### config.mk
export PLATFORM = sky130hd
export DESIGN_NAME = drive_status_output_selector
export DESIGN_NICKNAME = d
export VERILOG_FILES = /design/src/hdl/drive_status_pkg.sv /design/src/hdl/drive_status_output_selector.sv
export VERILOG_INCLUDE_DIRS = /design/src /design/src/hdl
export SDC_FILE = /design/constraint.sdc
export NUM_CORES = 1
export LEC_CHECK = 0
export ABC_CLOCK_PERIOD_IN_PS = 12900
export BUFFER_PORTS_ARGS = -buffer_cell sky130_fd_sc_hd__buf_4
export CAP_MARGIN = 40
export CORE_ASPECT_RATIO = 0.8
export CORE_MARGIN = 4
export CORE_UTILIZATION = 65
export CTS_BUF_LIST = sky130_fd_sc_hd__clkbuf_2
export DETAILED_ROUTE_END_ITERATION = 7
export PLACE_DENSITY_LB_ADDON = 0.05
export SYNTH_ARGS = -nofsm -noshare
export SYNTH_HDL_FRONTEND = slang
export SYNTH_SLANG_ARGS = --single-unit
### constraint.sdc
create_clock -name clock_i -period 12.9 [get_ports clock_i]
set_clock_uncertainty 0.2 [all_clocks]
set_input_delay 0.645 -clock clock_i [delete_from_list [all_inputs] [get_ports clock_i]]
set_output_delay 0.645 -clock clock_i [all_outputs]
set_load 0.005 [all_outputs]
### src/hdl/drive_status_cfg.svh
// constants and register map of the drive status output selector
// Functional notes
// - code 0: on when |preset - output freq| <= bandwidth/2
// - hold level and bandwidth; refuse values above max frequency
// - code 1: preset equals level and code 0 condition true
// - code 2: on when |level - run freq| <= bandwidth/2
// - code 3: on at level rising, held while above level - bandwidth/2
// - code 4: inverse of the code 3 hysteresis result
// - codes 5,6,7: motor overload warning, inverter overload, stall
// - code 8: over-voltage, above 400 V or 820 V by class
// - code 9: low voltage, below 180 V or 360 V by class
// - code 10 heatsink overheat; code 11 speed command loss
// - code 12: run command present and output voltage active
// - code 13 stopped without command; code 14 constant speed
// - code 16: normal operation waiting for a run command
// - code 17: output follows fault relay configuration bits
// - config bit 0 low-voltage trip, bit 1 other trip, bit 2 restart
// - code 18: fan alarm while fan trip response is 0
// - code 19: brake control signal
// - lasting keypad error drives open collector (bit 0), relay (bit 1)
// - thermal trip, inverse time; one-minute level not below continuous
// - motor type 0 cools less at low speed; type 1 has own fan
// - overload warning after current above level for warning time
// - overload trip after current above trip level for trip time
`ifndef DRIVE_STATUS_CFG_SVH
`define DRIVE_STATUS_CFG_SVH
`define CLK_PERIOD_NS 100
`define TICK_PERIOD_NS 1000000
`define TICKS_PER_SEC 17'h003e8
`define KP_ERR_TICKS 17'h003e8
`define TH_WINDOW_SEC 32'h0000003c
`define A_LEVEL 8'h00
`define A_BW 8'h04
`define A_MAXF 8'h08
`define A_OCSEL 8'h0c
`define A_RLSEL 8'h10
`define A_FCFG 8'h14
`define A_KPSEL 8'h18
`define A_THERM 8'h1c
`define A_WARN 8'h20
`define A_TRIP 8'h24
`define A_FAN 8'h28
`define A_STAT 8'h2c
`define F_FREQ 15:0
`define F_SEL 4:0
`define F_FCFG 2:0
`define F_KP 1:0
`define B_EN 0
`define B_TYPE 1
`define F_HI 15:8
`define F_LO 7:0
`define F_CONT 23:16
`define F_TIME 20:16
`define F_TTIME 21:16
`define B_OC 0
`define B_RL 1
`define B_WARN 2
`define B_OVL 3
`define B_TH 4
`define B_FDT4 5
`define B_KP 6
`define R_LEVEL 16'h0bb8
`define R_BW 16'h03e8
`define R_MAXF 16'h1770
`define R_OCSEL 5'h0c
`define R_RLSEL 5'h11
`define R_FCFG 3'h2
`define R_TH1M 8'h96
`define R_THC 8'h64
`define R_WLVL 8'h96
`define R_WTIME 5'h0a
`define R_TLVL 8'hb4
`define R_TTIME 6'h3c
`define FREQ_LIM 16'h9c40
`define SEL_LIM 5'h13
`define TH1M_MIN 8'h32
`define TH1M_MAX 8'hc8
`define THC_MAX 8'h96
`define WLVL_MIN 8'h1e
`define WLVL_MAX 8'h96
`define WTIME_MAX 5'h1e
`define TLVL_MAX 8'hc8
`define TTIME_MAX 6'h3c
`define OV_200 10'h190
`define OV_400 10'h334
`define LV_200 10'h0b4
`define LV_400 10'h168
`define RESP_OKAY 2'h0
`define RESP_SLVERR 2'h2
`define RESP_DECERR 2'h3
`endif

### src/hdl/drive_status_pkg.sv
// state type of the drive status output selector
package drive_status_pkg;
  typedef struct packed {
    logic [15:0] level;
    logic [15:0] bw;
    logic [15:0] maxf;
    logic [4:0] oc_sel;
    logic [4:0] rl_sel;
    logic [2:0] fcfg;
    logic [1:0] kp_sel;
    logic th_en;
    logic mtype;
    logic [7:0] th1m;
    logic [7:0] thc;
    logic [7:0] wlvl;
    logic [4:0] wtime;
    logic trip_en;
    logic [7:0] tlvl;
    logic [5:0] ttime;
    logic fan_resp;
    logic [23:0] div;
    logic tick;
    logic [16:0] wcnt;
    logic [16:0] tcnt;
    logic [16:0] kcnt;
    logic [31:0] th_acc;
    logic fdt4;
    logic warn;
    logic ovl_trip;
    logic th_trip;
    logic kp_err;
    logic oc;
    logic relay;
    logic drive_off;
    logic aw_got;
    logic w_got;
    logic [7:0] awaddr;
    logic [31:0] wdata;
    logic [3:0] wstrb;
    logic awready;
    logic wready;
    logic bvalid;
    logic [1:0] bresp;
    logic arready;
    logic rvalid;
    logic [1:0] rresp;
    logic [31:0] rdata;
  } state_t;
endpackage : drive_status_pkg

### src/hdl/drive_status_output_selector.sv
// status selector driving the open-collector output and the relay
`timescale 1ns/1ps
`include "drive_status_cfg.svh"
module drive_status_output_selector #(
  parameter int TICK_CYCLES = `TICK_PERIOD_NS / `CLK_PERIOD_NS
) (
  input wire logic clock_i,
  input wire logic rst_n_i,
  input wire logic [7:0] awaddr_i,
  input wire logic awvalid_i,
  output logic awready_o,
  input wire logic [31:0] wdata_i,
  input wire logic [3:0] wstrb_i,
  input wire logic wvalid_i,
  output logic wready_o,
  output logic [1:0] bresp_o,
  output logic bvalid_o,
  input wire logic bready_i,
  input wire logic [7:0] araddr_i,
  input wire logic arvalid_i,
  output logic arready_o,
  output logic [31:0] rdata_o,
  output logic [1:0] rresp_o,
  output logic rvalid_o,
  input wire logic rready_i,
  input wire logic [15:0] preset_freq_i,
  input wire logic [15:0] run_freq_i,
  input wire logic [7:0] motor_current_i,
  input wire logic [9:0] dc_link_v_i,
  input wire logic class_400v_i,
  input wire logic inverter_overload_flag_i,
  input wire logic stall_i,
  input wire logic heatsink_overheat_i,
  input wire logic cmd_loss_i,
  input wire logic run_cmd_i,
  input wire logic output_active_i,
  input wire logic constant_speed_i,
  input wire logic other_trip_i,
  input wire logic auto_restart_i,
  input wire logic fan_fault_i,
  input wire logic brake_i,
  input wire logic keypad_err_i,
  output logic open_collector_output_o,
  output logic relay_output_o,
  output logic drive_off_o
);
  drive_status_pkg::state_t st_ff;
  drive_status_pkg::state_t nxt_st;
  logic [15:0] half_bw;
  logic [15:0] d_pre;
  logic [15:0] d_lvl;
  logic fdt1;
  logic fdt3;
  logic fdt4_n;
  logic ov;
  logic lv;
  logic fault_out;
  logic [7:0] eff_cont;
  logic [19:0] cond;

  assign half_bw = st_ff.bw >> 1;
  assign d_pre = (preset_freq_i > run_freq_i) ?
    preset_freq_i - run_freq_i : run_freq_i - preset_freq_i;
  assign d_lvl = (st_ff.level > run_freq_i) ?
    st_ff.level - run_freq_i : run_freq_i - st_ff.level;
  assign fdt1 = d_pre <= half_bw;
  assign fdt3 = d_lvl <= half_bw;
  // rising side sets at the level, falling side releases below the band
  assign fdt4_n = (run_freq_i >= st_ff.level) ? 1'b1 :
    (({1'b0, run_freq_i} + {1'b0, half_bw}) > {1'b0, st_ff.level}) ?
    st_ff.fdt4 : 1'b0;
  assign ov = class_400v_i ? dc_link_v_i > `OV_400 :
    dc_link_v_i > `OV_200;
  assign lv = class_400v_i ? dc_link_v_i < `LV_400 :
    dc_link_v_i < `LV_200;
  assign fault_out = (st_ff.fcfg[0] && lv) ||
    (st_ff.fcfg[1] && (other_trip_i || ov || st_ff.drive_off)) ||
    (st_ff.fcfg[2] && auto_restart_i);
  // shaft-cooled motor tolerates less current below half max frequency
  assign eff_cont = (!st_ff.mtype && run_freq_i < (st_ff.maxf >> 1)) ?
    st_ff.thc - (st_ff.thc >> 2) : st_ff.thc;

  always_comb begin
    cond = '0;
    cond[0] = fdt1;
    cond[1] = (preset_freq_i == st_ff.level) && fdt1;
    cond[2] = fdt3;
    cond[3] = fdt4_n;
    cond[4] = !fdt4_n;
    cond[5] = st_ff.warn;
    cond[6] = inverter_overload_flag_i;
    cond[7] = stall_i;
    cond[8] = ov;
    cond[9] = lv;
    cond[10] = heatsink_overheat_i;
    cond[11] = cmd_loss_i;
    cond[12] = run_cmd_i && output_active_i;
    cond[13] = !run_cmd_i && !output_active_i;
    cond[14] = constant_speed_i && output_active_i;
    cond[16] = !run_cmd_i && !other_trip_i && !st_ff.drive_off;
    cond[17] = fault_out;
    cond[18] = fan_fault_i && !st_ff.fan_resp;
    cond[19] = brake_i;
  end

  function automatic logic [31:0] rd_word(
    input drive_status_pkg::state_t s, input logic [7:0] a);
    logic [31:0] r;
    r = '0;
    case (a)
      `A_LEVEL: r[`F_FREQ] = s.level;
      `A_BW: r[`F_FREQ] = s.bw;
      `A_MAXF: r[`F_FREQ] = s.maxf;
      `A_OCSEL: r[`F_SEL] = s.oc_sel;
      `A_RLSEL: r[`F_SEL] = s.rl_sel;
      `A_FCFG: r[`F_FCFG] = s.fcfg;
      `A_KPSEL: r[`F_KP] = s.kp_sel;
      `A_THERM: begin
        r[`B_EN] = s.th_en;
        r[`B_TYPE] = s.mtype;
        r[`F_HI] = s.th1m;
        r[`F_CONT] = s.thc;
      end
      `A_WARN: begin
        r[`F_LO] = s.wlvl;
        r[`F_TIME] = s.wtime;
      end
      `A_TRIP: begin
        r[`F_LO] = s.tlvl;
        r[`F_TTIME] = s.ttime;
        r[`B_EN] = s.trip_en;
      end
      `A_FAN: r[`B_EN] = s.fan_resp;
      `A_STAT: begin
        r[`B_OC] = s.oc;
        r[`B_RL] = s.relay;
        r[`B_WARN] = s.warn;
        r[`B_OVL] = s.ovl_trip;
        r[`B_TH] = s.th_trip;
        r[`B_FDT4] = s.fdt4;
        r[`B_KP] = s.kp_err;
      end
      default: r = '0;
    endcase
    return r;
  endfunction : rd_word

  function automatic logic hit(input logic [7:0] a);
    return a <= `A_STAT && a[1:0] == 2'h0;
  endfunction : hit

  always_comb begin
    logic [31:0] m;
    logic [31:0] v;
    logic bad;
    logic [16:0] wl;
    logic [16:0] tl;
    logic [31:0] hl;
    m = '0;
    v = '0;
    bad = 1'b0;
    wl = '0;
    tl = '0;
    hl = '0;
    nxt_st = st_ff;
    nxt_st.tick = 1'b0;
    if (st_ff.div == 24'(TICK_CYCLES - 1)) begin
      nxt_st.div = '0;
      nxt_st.tick = 1'b1;
    end else begin
      nxt_st.div = st_ff.div + 24'h000001;
    end
    if (arvalid_i && st_ff.arready) begin
      nxt_st.rvalid = 1'b1;
      nxt_st.rdata = rd_word(st_ff, araddr_i);
      nxt_st.rresp = hit(araddr_i) ? `RESP_OKAY : `RESP_DECERR;
    end else if (st_ff.rvalid && rready_i) begin
      nxt_st.rvalid = 1'b0;
    end
    nxt_st.arready = !nxt_st.rvalid;
    if (awvalid_i && st_ff.awready) begin
      nxt_st.aw_got = 1'b1;
      nxt_st.awaddr = awaddr_i;
    end
    if (wvalid_i && st_ff.wready) begin
      nxt_st.w_got = 1'b1;
      nxt_st.wdata = wdata_i;
      nxt_st.wstrb = wstrb_i;
    end
    if (st_ff.bvalid && bready_i) begin
      nxt_st.bvalid = 1'b0;
    end
    if (nxt_st.aw_got && nxt_st.w_got && !st_ff.bvalid) begin
      for (int i = 0; i < 4; i++) begin
        m[i*8 +: 8] = {8{nxt_st.wstrb[i]}};
      end
      v = (rd_word(st_ff, nxt_st.awaddr) & ~m) | (nxt_st.wdata & m);
      case (nxt_st.awaddr)
        `A_LEVEL: begin
          bad = v[`F_FREQ] > st_ff.maxf;
          if (!bad) nxt_st.level = v[`F_FREQ];
        end
        `A_BW: begin
          bad = v[`F_FREQ] > st_ff.maxf;
          if (!bad) nxt_st.bw = v[`F_FREQ];
        end
        `A_MAXF: begin
          bad = v[`F_FREQ] > `FREQ_LIM;
          if (!bad) nxt_st.maxf = v[`F_FREQ];
        end
        `A_OCSEL: begin
          bad = v[`F_SEL] > `SEL_LIM;
          if (!bad) nxt_st.oc_sel = v[`F_SEL];
        end
        `A_RLSEL: begin
          bad = v[`F_SEL] > `SEL_LIM;
          if (!bad) nxt_st.rl_sel = v[`F_SEL];
        end
        `A_FCFG: nxt_st.fcfg = v[`F_FCFG];
        `A_KPSEL: nxt_st.kp_sel = v[`F_KP];
        `A_THERM: begin
          bad = v[`F_HI] < v[`F_CONT] || v[`F_HI] > `TH1M_MAX ||
            v[`F_CONT] < `TH1M_MIN || v[`F_CONT] > `THC_MAX;
          if (!bad) begin
            nxt_st.th_en = v[`B_EN];
            nxt_st.mtype = v[`B_TYPE];
            nxt_st.th1m = v[`F_HI];
            nxt_st.thc = v[`F_CONT];
          end
        end
        `A_WARN: begin
          bad = v[`F_LO] < `WLVL_MIN || v[`F_LO] > `WLVL_MAX ||
            v[`F_TIME] > `WTIME_MAX;
          if (!bad) begin
            nxt_st.wlvl = v[`F_LO];
            nxt_st.wtime = v[`F_TIME];
          end
        end
        `A_TRIP: begin
          bad = v[`F_LO] < `WLVL_MIN || v[`F_LO] > `TLVL_MAX ||
            v[`F_TTIME] > `TTIME_MAX;
          if (!bad) begin
            nxt_st.tlvl = v[`F_LO];
            nxt_st.ttime = v[`F_TTIME];
            nxt_st.trip_en = v[`B_EN];
          end
        end
        `A_FAN: nxt_st.fan_resp = v[`B_EN];
        `A_STAT: begin
          // trip flags are write-one-to-clear; a new trip below wins
          if (nxt_st.wdata[`B_OVL] && nxt_st.wstrb[0]) begin
            nxt_st.ovl_trip = 1'b0;
          end
          if (nxt_st.wdata[`B_TH] && nxt_st.wstrb[0]) begin
            nxt_st.th_trip = 1'b0;
          end
        end
        default: bad = 1'b0;
      endcase
      nxt_st.aw_got = 1'b0;
      nxt_st.w_got = 1'b0;
      nxt_st.bvalid = 1'b1;
      nxt_st.bresp = !hit(nxt_st.awaddr) ? `RESP_DECERR :
        bad ? `RESP_SLVERR : `RESP_OKAY;
    end
    nxt_st.awready = !nxt_st.aw_got && !nxt_st.bvalid;
    nxt_st.wready = !nxt_st.w_got && !nxt_st.bvalid;
    if (st_ff.tick) begin
      wl = 17'(st_ff.wtime * `TICKS_PER_SEC);
      tl = 17'(st_ff.ttime * `TICKS_PER_SEC);
      hl = 32'((st_ff.th1m - st_ff.thc) * `TH_WINDOW_SEC *
        `TICKS_PER_SEC);
      if (motor_current_i > st_ff.wlvl) begin
        if (st_ff.wcnt < wl) nxt_st.wcnt = st_ff.wcnt + 17'h00001;
        nxt_st.warn = st_ff.wcnt >= wl;
      end else begin
        nxt_st.wcnt = '0;
        nxt_st.warn = 1'b0;
      end
      if (st_ff.trip_en && motor_current_i > st_ff.tlvl) begin
        if (st_ff.tcnt < tl) nxt_st.tcnt = st_ff.tcnt + 17'h00001;
        if (st_ff.tcnt >= tl) nxt_st.ovl_trip = 1'b1;
      end else begin
        nxt_st.tcnt = '0;
      end
      // excess current integrates; the model cools one unit per tick
      if (st_ff.th_en && motor_current_i > eff_cont) begin
        nxt_st.th_acc = st_ff.th_acc +
          32'(motor_current_i - eff_cont);
        if (st_ff.th_acc >= hl) nxt_st.th_trip = 1'b1;
      end else if (st_ff.th_acc != '0) begin
        nxt_st.th_acc = st_ff.th_acc - 32'h00000001;
      end
      if (keypad_err_i) begin
        if (st_ff.kcnt < `KP_ERR_TICKS) begin
          nxt_st.kcnt = st_ff.kcnt + 17'h00001;
        end
        nxt_st.kp_err = st_ff.kcnt >= `KP_ERR_TICKS;
      end else begin
        nxt_st.kcnt = '0;
        nxt_st.kp_err = 1'b0;
      end
      nxt_st.fdt4 = fdt4_n;
      nxt_st.oc = cond[st_ff.oc_sel] ||
        (st_ff.kp_err && st_ff.kp_sel[0]);
      nxt_st.relay = cond[st_ff.rl_sel] ||
        (st_ff.kp_err && st_ff.kp_sel[1]);
      nxt_st.drive_off = st_ff.ovl_trip || st_ff.th_trip;
    end
  end

  always_ff @(posedge clock_i or negedge rst_n_i) begin
    if (!rst_n_i) begin
      st_ff <= '0;
      st_ff.level <= `R_LEVEL;
      st_ff.bw <= `R_BW;
      st_ff.maxf <= `R_MAXF;
      st_ff.oc_sel <= `R_OCSEL;
      st_ff.rl_sel <= `R_RLSEL;
      st_ff.fcfg <= `R_FCFG;
      st_ff.th1m <= `R_TH1M;
      st_ff.thc <= `R_THC;
      st_ff.wlvl <= `R_WLVL;
      st_ff.wtime <= `R_WTIME;
      st_ff.trip_en <= 1'b1;
      st_ff.tlvl <= `R_TLVL;
      st_ff.ttime <= `R_TTIME;
    end else begin
      st_ff <= nxt_st;
    end
  end

  assign awready_o = st_ff.awready;
  assign wready_o = st_ff.wready;
  assign bvalid_o = st_ff.bvalid;
  assign bresp_o = st_ff.bresp;
  assign arready_o = st_ff.arready;
  assign rvalid_o = st_ff.rvalid;
  assign rdata_o = st_ff.rdata;
  assign rresp_o = st_ff.rresp;
  assign open_collector_output_o = st_ff.oc;
  assign relay_output_o = st_ff.relay;
  assign drive_off_o = st_ff.drive_off;
endmodule : drive_status_output_selector

## Word-level counts from Yosys, hierarchy flattened

Cells that the tools add are included.

- Output and inout bits: 44
- Register bits: 305

- Add/sub/neg operators: 14
- $lt $le $gt $ge: 37
- Eq/ne operators: 27
- Multipliers: 4
- Reduce and logical (&&, ||, !) cells: 77
- Muxes and demuxes: 76
- Bitwise gates (word level): 10

Operators by type and width:

| kind | number |
|---|---|
| 17-bit 2-to-1 mux | 6 |
| 8-bit by 5-bit equality test with 1-bit output, second input constant | 8 |
| 8-bit by 6-bit equality test with 1-bit output, second input constant | 8 |
| 32-bit 2-to-1 mux | 2 |
| 8-bit one-hot mux with 4 select lines | 2 |
| 16-bit subtractor | 4 |
| 17-bit by 1-bit adder with 17-bit output, second input constant | 3 |
| 24-bit AND | 2 |
| 16-bit > comparator | 3 |
| 36-bit 2-to-1 mux | 1 |
| 32-bit adder | 1 |
| 8-bit by 4-bit equality test with 1-bit output, second input constant | 4 |
| 32-bit >= comparator | 1 |
| 8-bit > comparator, second input constant | 4 |
| 16-bit by 15-bit less-or-equal comparator with 1-bit output | 2 |
| 32-bit by 4-bit multiplier with 30-bit output, second input constant | 1 |
| 16-bit 2-to-1 mux | 2 |
| 2-bit one-hot mux with 8 select lines | 2 |
| 32-bit nonzero test | 1 |
| 32-bit by 1-bit subtractor with 32-bit output, second input constant | 1 |
| 30-bit by 7-bit multiplier with 27-bit output, second input constant | 1 |
| 5-bit one-hot mux with 3 select lines | 2 |
| 1-bit logical AND | 28 |
| 1-bit 2-to-1 mux | 26 |
| 57 further kinds | 130 |

## Logic depth before layout (Yosys ltp)

Gate-level depths: netlist of the first run.

- Depth after elaboration: 18
- Mapped depth: 41

## Least setup slack after synthesis of the first run

Ideal clock, no wire load.

- Kind: reg-to-reg
- Start point: register st_ff[240] (netlist bit)
- End point: register st_ff[91] (netlist bit)
- Setup slack: 3.243 ns
- Arrival time: 9.333 ns
- Buffers on the path: 1
- Setup time: 0.124 ns
- Data required time: 12.576 ns
- Clock period less this slack: 9.657 ns
- Cell stages (with the launch flop): 37
- Cells stage by stage: dfrtp_1 > inv_1 > ha_1 > inv_1 > fa_1 > a21o_1 > a21oi_1 > o21bai_1 > a21oi_1 > o21bai_1 > a21oi_1 > clkbuf_1 > fa_1 > ha_1 > a21o_1 > a21o_1 > xor2_1 > inv_1 > fa_1 > fa_1 > inv_1 > fa_1 > fa_1 > ha_1 > and2_1 > o21ai_0 > o21ai_0 > o41a_1 > a31oi_1 > o21bai_1 > xnor2_1 > ha_1 > a21o_1 > a21o_1 > a21oi_1 > o21a_1 > o31ai_1

RTL lines:

| what | line | RTL |
|---|---|---|
| start: declaration | drive_status_output_selector.sv:47 | `drive_status_pkg::state_t st_ff;` |
| start signal: assignment | drive_status_output_selector.sv:329 | `st_ff <= nxt_st;` |

==> flow_summary.ini, run 1 <==
[outcome]
status = finished, final reports clean

[timing]
setup_viol = 0
timing.fmax_mhz = 94.65
rsz0062_at_grt = no
slew_violations = 0
tightest_slew_ns = 1.133
fin_crit_sh_pct = 81.90
final_hold_viol_count = 0
finalSetupTns_ns = 0
slew_headroom_pct = 24.49
min_period_ns = 10.56

[logic_synthesis]
yosys.cell_count.top_type = ha_1
synth_area_leader_cell = dfrtp_1
synth.avg_cell_area_um2 = 8.994
synth_commonest_cells = 393 x ha_1, 359 x inv_1, 248 x dfrtp_1, 202 x nand2_1, 201 x nor2_1
ys_async_sr_fraction_pct = 100.0
synth_edf_count = 0
ys_types = 97
netlist_area_um2 = 29820
syn_inst = 3315
yosys.area.top_type_share_pct = 20.81
synthFlopType = dfrtp_1
ys_seq_area_share_pct = 24.96
ys_ff_latch = 295
synth_warnings = 0
synth_area_leaders = dfrtp_1 21%, ha_1 16%, fa_1 6.2%, inv_1 4.5%, dfstp_2 4.1%

[clock_tree]
clock_sinks = 295
path_clk_slew_ns = 0.11
clk_latency_ns = 1.09
cts-hold-fix-buffers = 74
clockRootBuffer = clkbuf_2
cts_max_path_buffers = 3
cts_resized = 0
numCtsBuffers = 78
cts_tree = built
cts_setup_buffers = 0
h-tree-depth = 3

[drt]
via_per_inst = 6.461
wl_per_cell_um = 21.56
drc = 0
drt_wl_total_um = 90680
ant_nets = 0
vias = 27180
firstDrtPassIters = 8
first_iter_violations = 2826

[cells_and_area]
nNetsFinal = 4146
drive_above_1_share_pct = 14.71
areaGrowthSynthToFinish_pct = 10.49
final_cells = 4207

[global_routing]
grt_pass1_wl_um = 143200
grt-ovfl-total = 0
met1_usage_pct = 51.60
grt_usage_pct = 36.35
antenna_found_initial = 1
grt-busiest-layer = met2
grt_max_degree = 184
met2_usage_pct = 54.10
grt_use_met3_pct = 8.881
grt_pass1_vias = 26690

[die]
io_pins = 166
die_y_um = 199.6
die_area_um2 = 49380
die_x_um = 247.5
start_util_pct = 66.42
core_um2 = 44890
rows = 69

[placed_design]
gp_congestion = 0.9861
numPortBuffers = 148
dp.cells = 3986
hpwl_um = 69570

[setup_path]
worst-path-stages = 33
ff2ff_setup_slack_ns = 2.34
crit_end = st_ff[91]$_DFF_PN0_
start_kind = flop
worstSetupEndpointType = flop
crit_required_ns = 13.60
critical_path_class = flop to flop
worst-path-buf-inv = 6
cp_top_family = adder cells
crit_fanout = 6
arrival_ns = 11.27
crit_path_start = st_ff[233]$_DFFE_PN0P_
slowest_stage = o31ai_1
r2r_cells = 33
cp_slowest_stage_delay_ns = 0.60
crit-reg2reg-launch = st_ff[233]$_DFFE_PN0P_
r2r-end = st_ff[91]$_DFF_PN0_

[flow_run]
drv_cap = 0

[worst_hold_path]
hold_class = input pin to flop
==> per-layer routing <==
layer / vias up / part of all wire (%)
met4: 0 / 3.8
met1: 13050 / 43
met5: - / 0
met3: 259 / 11
li1: 12370 / -
met2: 1496 / 43
==> worst min path at each step <==
| stage | cells after the start | endpoint | slack, ns | from |
|---|---|---|---|---|
| 2_1_floorplan | 0 | arready_o$_DFF_PN0_ | 0.15 | rst_n_i |
| 3_3_place_gp | 1 | awready_o$_DFF_PN0_ | 0.23 | st_ff[86]$_DFF_PN0_ |
| 3_5_place_dp | 1 | awready_o$_DFF_PN0_ | 0.24 | st_ff[86]$_DFF_PN0_ |
| 4_1_cts | 5 | rdata_o[5]$_DFFE_PN0P_ | 0.006 | araddr_i[2] |
| 5_1_grt | 5 | rdata_o[10]$_DFFE_PN0P_ | 0.08 | araddr_i[5] |
| 6_report | 6 | rdata_o[1]$_DFFE_PN0P_ | 0.11 | araddr_i[5] |
==> kinds of logic (layout without fill, tap and decap cells) <==
kind of cell / count (synthesis) / in the layout / share of synthesized area, %
buffers and inverters: 492 / 773 / 6.878
XOR/XNOR: 217 / 217 / 6.374
AO/OA/AOI/OAI: 862 / 862 / 19.55
multiplexers: 171 / 171 / 6.311
AND/OR/NAND/NOR: 790 / 790 / 13.18
other: 1 / 9 / 0.01258
flip-flops: 295 / 295 / 24.96
adder cells (fa/ha/maj): 487 / 487 / 22.74
==> per-stage QoR <==
step	setup slack, ns	area (um2)	hold WS (ns)	util (%)
global route	1.682	32940	0.08227	73.38
floorplan	3.243	29840	0.1494	-
CTS	2.467	32930	0.006198	73.36
global placement	2.812	31320	0.2259	69.77
finish	2.335	32940	0.1117	73.38
detailed placement	2.510	31430	0.2383	70.01
==> final cells by class <==
cell class	count	area, um2
antenna	1	2.502
clock buffer	117	585.6
clock inverter	27	160.2
fill	3429	11950
inverter	363	1363
multi-input combinational	2535	20390
sequential	295	7441
tap	603	754.5
timing repair buffer	266	2245
==> placed cells by master (no fill, tap or decap), drive strengths merged, types with 29 or more instances in the layout <==
| cell | instances |
|---|---|
| nor3 | 52 |
| a21oi | 202 |
| inv | 366 |
| nand3 | 67 |
| clkbuf | 118 |
| xnor2 | 120 |
| nand4 | 55 |
| nor4 | 29 |
| a31oi | 30 |
| nand2 | 202 |
| nor2 | 202 |
| nor2b | 33 |
| a211oi | 36 |
| mux2i | 56 |
| a22oi | 36 |
| o21a | 34 |
| o211ai | 33 |
| fa | 92 |
| buf | 192 |
| o21ai | 177 |
| xor2 | 97 |
| dfrtp | 248 |
| dfstp | 47 |
| dlygate4sd3 | 73 |
| mux2 | 113 |
| ha | 393 |
| a21o | 85 |
| o21bai | 38 |
==> state kept, by name, summed over array words and instances (netlist names) <==
name,flops
arready_o,1
awready_o,1
bresp_o,2
bvalid_o,1
cond,1
drive_off_o,1
half_bw,15
open_collector_output_o,1
rdata_o,24
relay_output_o,1
rresp_o,1
rvalid_o,1
st_ff,244
wready_o,1
==> tightest hold or removal path: cells and delay by family <==
kind	cells	cell delay, ns
AND/OR/NAND/NOR	3	0.29
AO/OA/AOI/OAI	2	0.31
buffers and inverters	1	0.10
Power of run 1 is not shown: default switching activity piles up to over one toggle a cycle in this logic, so the estimate is an artifact.
==> run 2, diff against run 1 <==
--- a/config.mk
+++ b/config.mk
@@ -6,12 +6,12 @@
 export SDC_FILE = /design/constraint.sdc
 export NUM_CORES = 1
 export LEC_CHECK = 0
-export ABC_CLOCK_PERIOD_IN_PS = 12900
+export ABC_CLOCK_PERIOD_IN_PS = 9600
 export BUFFER_PORTS_ARGS = -buffer_cell sky130_fd_sc_hd__buf_4
 export CAP_MARGIN = 40
 export CORE_ASPECT_RATIO = 0.8
 export CORE_MARGIN = 4
-export CORE_UTILIZATION = 65
+export CORE_UTILIZATION = 59
 export CTS_BUF_LIST = sky130_fd_sc_hd__clkbuf_2
 export DETAILED_ROUTE_END_ITERATION = 7
 export PLACE_DENSITY_LB_ADDON = 0.05
==> constraint.sdc (replaced) <==
create_clock -name clock_i -period 9.6 [get_ports clock_i]
set_clock_uncertainty 0.2 [all_clocks]
set_input_delay 0.48 -clock clock_i [delete_from_list [all_inputs] [get_ports clock_i]]
set_output_delay 0.48 -clock clock_i [all_outputs]
set_load 0.005 [all_outputs]
==> flow_summary.ini, run 2 (same netlist as run 1, synthesis figures left out) <==
[timing]
slew_headroom_pct = 33.19
min_period_ns = 9.260
timing.fmax_mhz = 108.0
setup_viol = 0
setup_slack_ns = 0.3401
fin_crit_sh_pct = 96.46
final_hold_viol_count = 0
slew_violations = 0
tightest_slew_ns = 1.001

[drt]
drt_wl_total_um = 95360
ant_nets = 0
via_per_inst = 6.256
firstDrtPassIters = 8
vias = 27280
wl_per_cell_um = 21.87
first_iter_violations = 2750
drc = 5

[global_routing]
antenna_found_initial = 1
grt-ovfl-total = 0
grt_pass1_wl_um = 147400
grt_usage_pct = 34.12
grt_max_degree = 80
grt_pass1_vias = 26660

[setup_path]
critical_path_class = flop to flop
crit_fanout = 5
cp_slowest_stage_delay_ns = 0.58
ff2ff_setup_slack_ns = 0.34
r2r_cells = 39
crit_path_start = st_ff[240]$_DFFE_PN0P_
crit_end = st_ff[91]$_DFF_PN0_
crit-reg2reg-launch = st_ff[240]$_DFFE_PN0P_
worstSetupEndpointType = flop
arrival_ns = 9.98
slowest_stage = fa_1
crit_required_ns = 10.32
start_kind = flop
r2r-end = st_ff[91]$_DFF_PN0_
crit_top_cell = fa_1

[cells_and_area]
largest_register = st_ff
final_cells = 4361
nNetsFinal = 4228
most-common-layout-cells = 390 x ha_1, 354 x inv_1, 247 x dfrtp_1
largest_register_ffs = 244
mostFrequentLayoutCell = ha_1
drive_above_1_share_pct = 16.28
areaGrowthSynthToFinish_pct = 13.92

[flow_run]
drv_cap = 0

[clock_tree]
clk_latency_ns = 1.12
cts_max_path_buffers = 3
h-tree-depth = 3
path_clk_slew_ns = 0.13
clockRootBuffer = clkbuf_2
numCtsBuffers = 77
cts_tree = built
clock_sinks = 295

[placed_design]
numPortBuffers = 148
dp.cells = 4081
hpwl_um = 72670
gp_congestion = 0.9827
pre_cts_slack_ns = -0.1376

[die]
start_util_pct = 59.79
die_x_um = 259.3
die_y_um = 209.1
io_pins = 166
core_um2 = 49870
rows = 73
die_area_um2 = 54220

[outcome]
violations = design-rule violations
status = finished with violations

[worst_hold_path]
hold_class = input pin to flop
==> run 2: layout make-up <==
cell class                 count  area [um2]
clock buffer                 119       595.6
multi-input combinational   2535       20610
inverter                     363        1363
clock inverter                24       110.1
tap                          675       844.6
sequential                   295        7442
antenna                        1       2.502
timing repair buffer         349        3000
fill                        4084       15900
==> run 2: worst min path at each step <==
stage	from	end	slack, ns	cells past startpoint
6_report	wdata_i[15]	st_ff[60]$_DFF_PN0_	0.1	3
5_1_grt	wdata_i[15]	st_ff[60]$_DFF_PN0_	0.05	3
4_1_cts	keypad_err_i	st_ff[137]$_DFFE_PN0P_	0.003	4
3_5_place_dp	st_ff[86]$_DFF_PN0_	awready_o$_DFF_PN0_	0.23	1
3_3_place_gp	st_ff[86]$_DFF_PN0_	awready_o$_DFF_PN0_	0.22	1
2_1_floorplan	rst_n_i	arready_o$_DFF_PN0_	-0.02	0
==> run 2: layer usage <==
| layer | track usage, % | wire length, um |
|---|---|---|
| met3 | 9.160 | 9870 |
| met4 | 9.840 | 2834 |
| met2 | 50.94 | 40820 |
| met1 | 48.86 | 41830 |
| met5 | 0 | 0 |
==> run 2: critical path: cells and delay by family (launching register included) <==
| family | cells | cell delay, ns |
|---|---|---|
| fa+ha+maj | 11 | 4.58 |
| compound gates | 15 | 2.52 |
| buf+inv | 9 | 0.83 |
| xor+xnor | 3 | 0.45 |
| flops | 1 | 0.40 |
| simple gates | 1 | 0.20 |
==> run 2: through the flow <==
step | instance area (um2) | setup TNS, ns | utilization [%] | hold slack, ns
6_report | 33970 | 0 | 68.11 | 0.09617
5_1_grt | 33970 | -0.04480 | 68.11 | 0.04802
4_1_cts | 33670 | 0 | 67.52 | 0.002533
3_5_place_dp | 31690 | -0.1376 | 63.55 | 0.2319
3_3_place_gp | 31560 | 0 | 63.28 | 0.2233
2_1_floorplan | 29840 | 0 | - | -0.01559
==> run 2: what timing repair did <==
action	4_1_cts	5_1_grt
hold buffers	125	0
pin swaps	0	18
endpoints found under the setup margin	1	1
cloned	0	0
endpoints found under the hold margin	292	0
gates resized for setup	2	42
setup buffers	0	10
Power of run 2 is left out for the same reason.
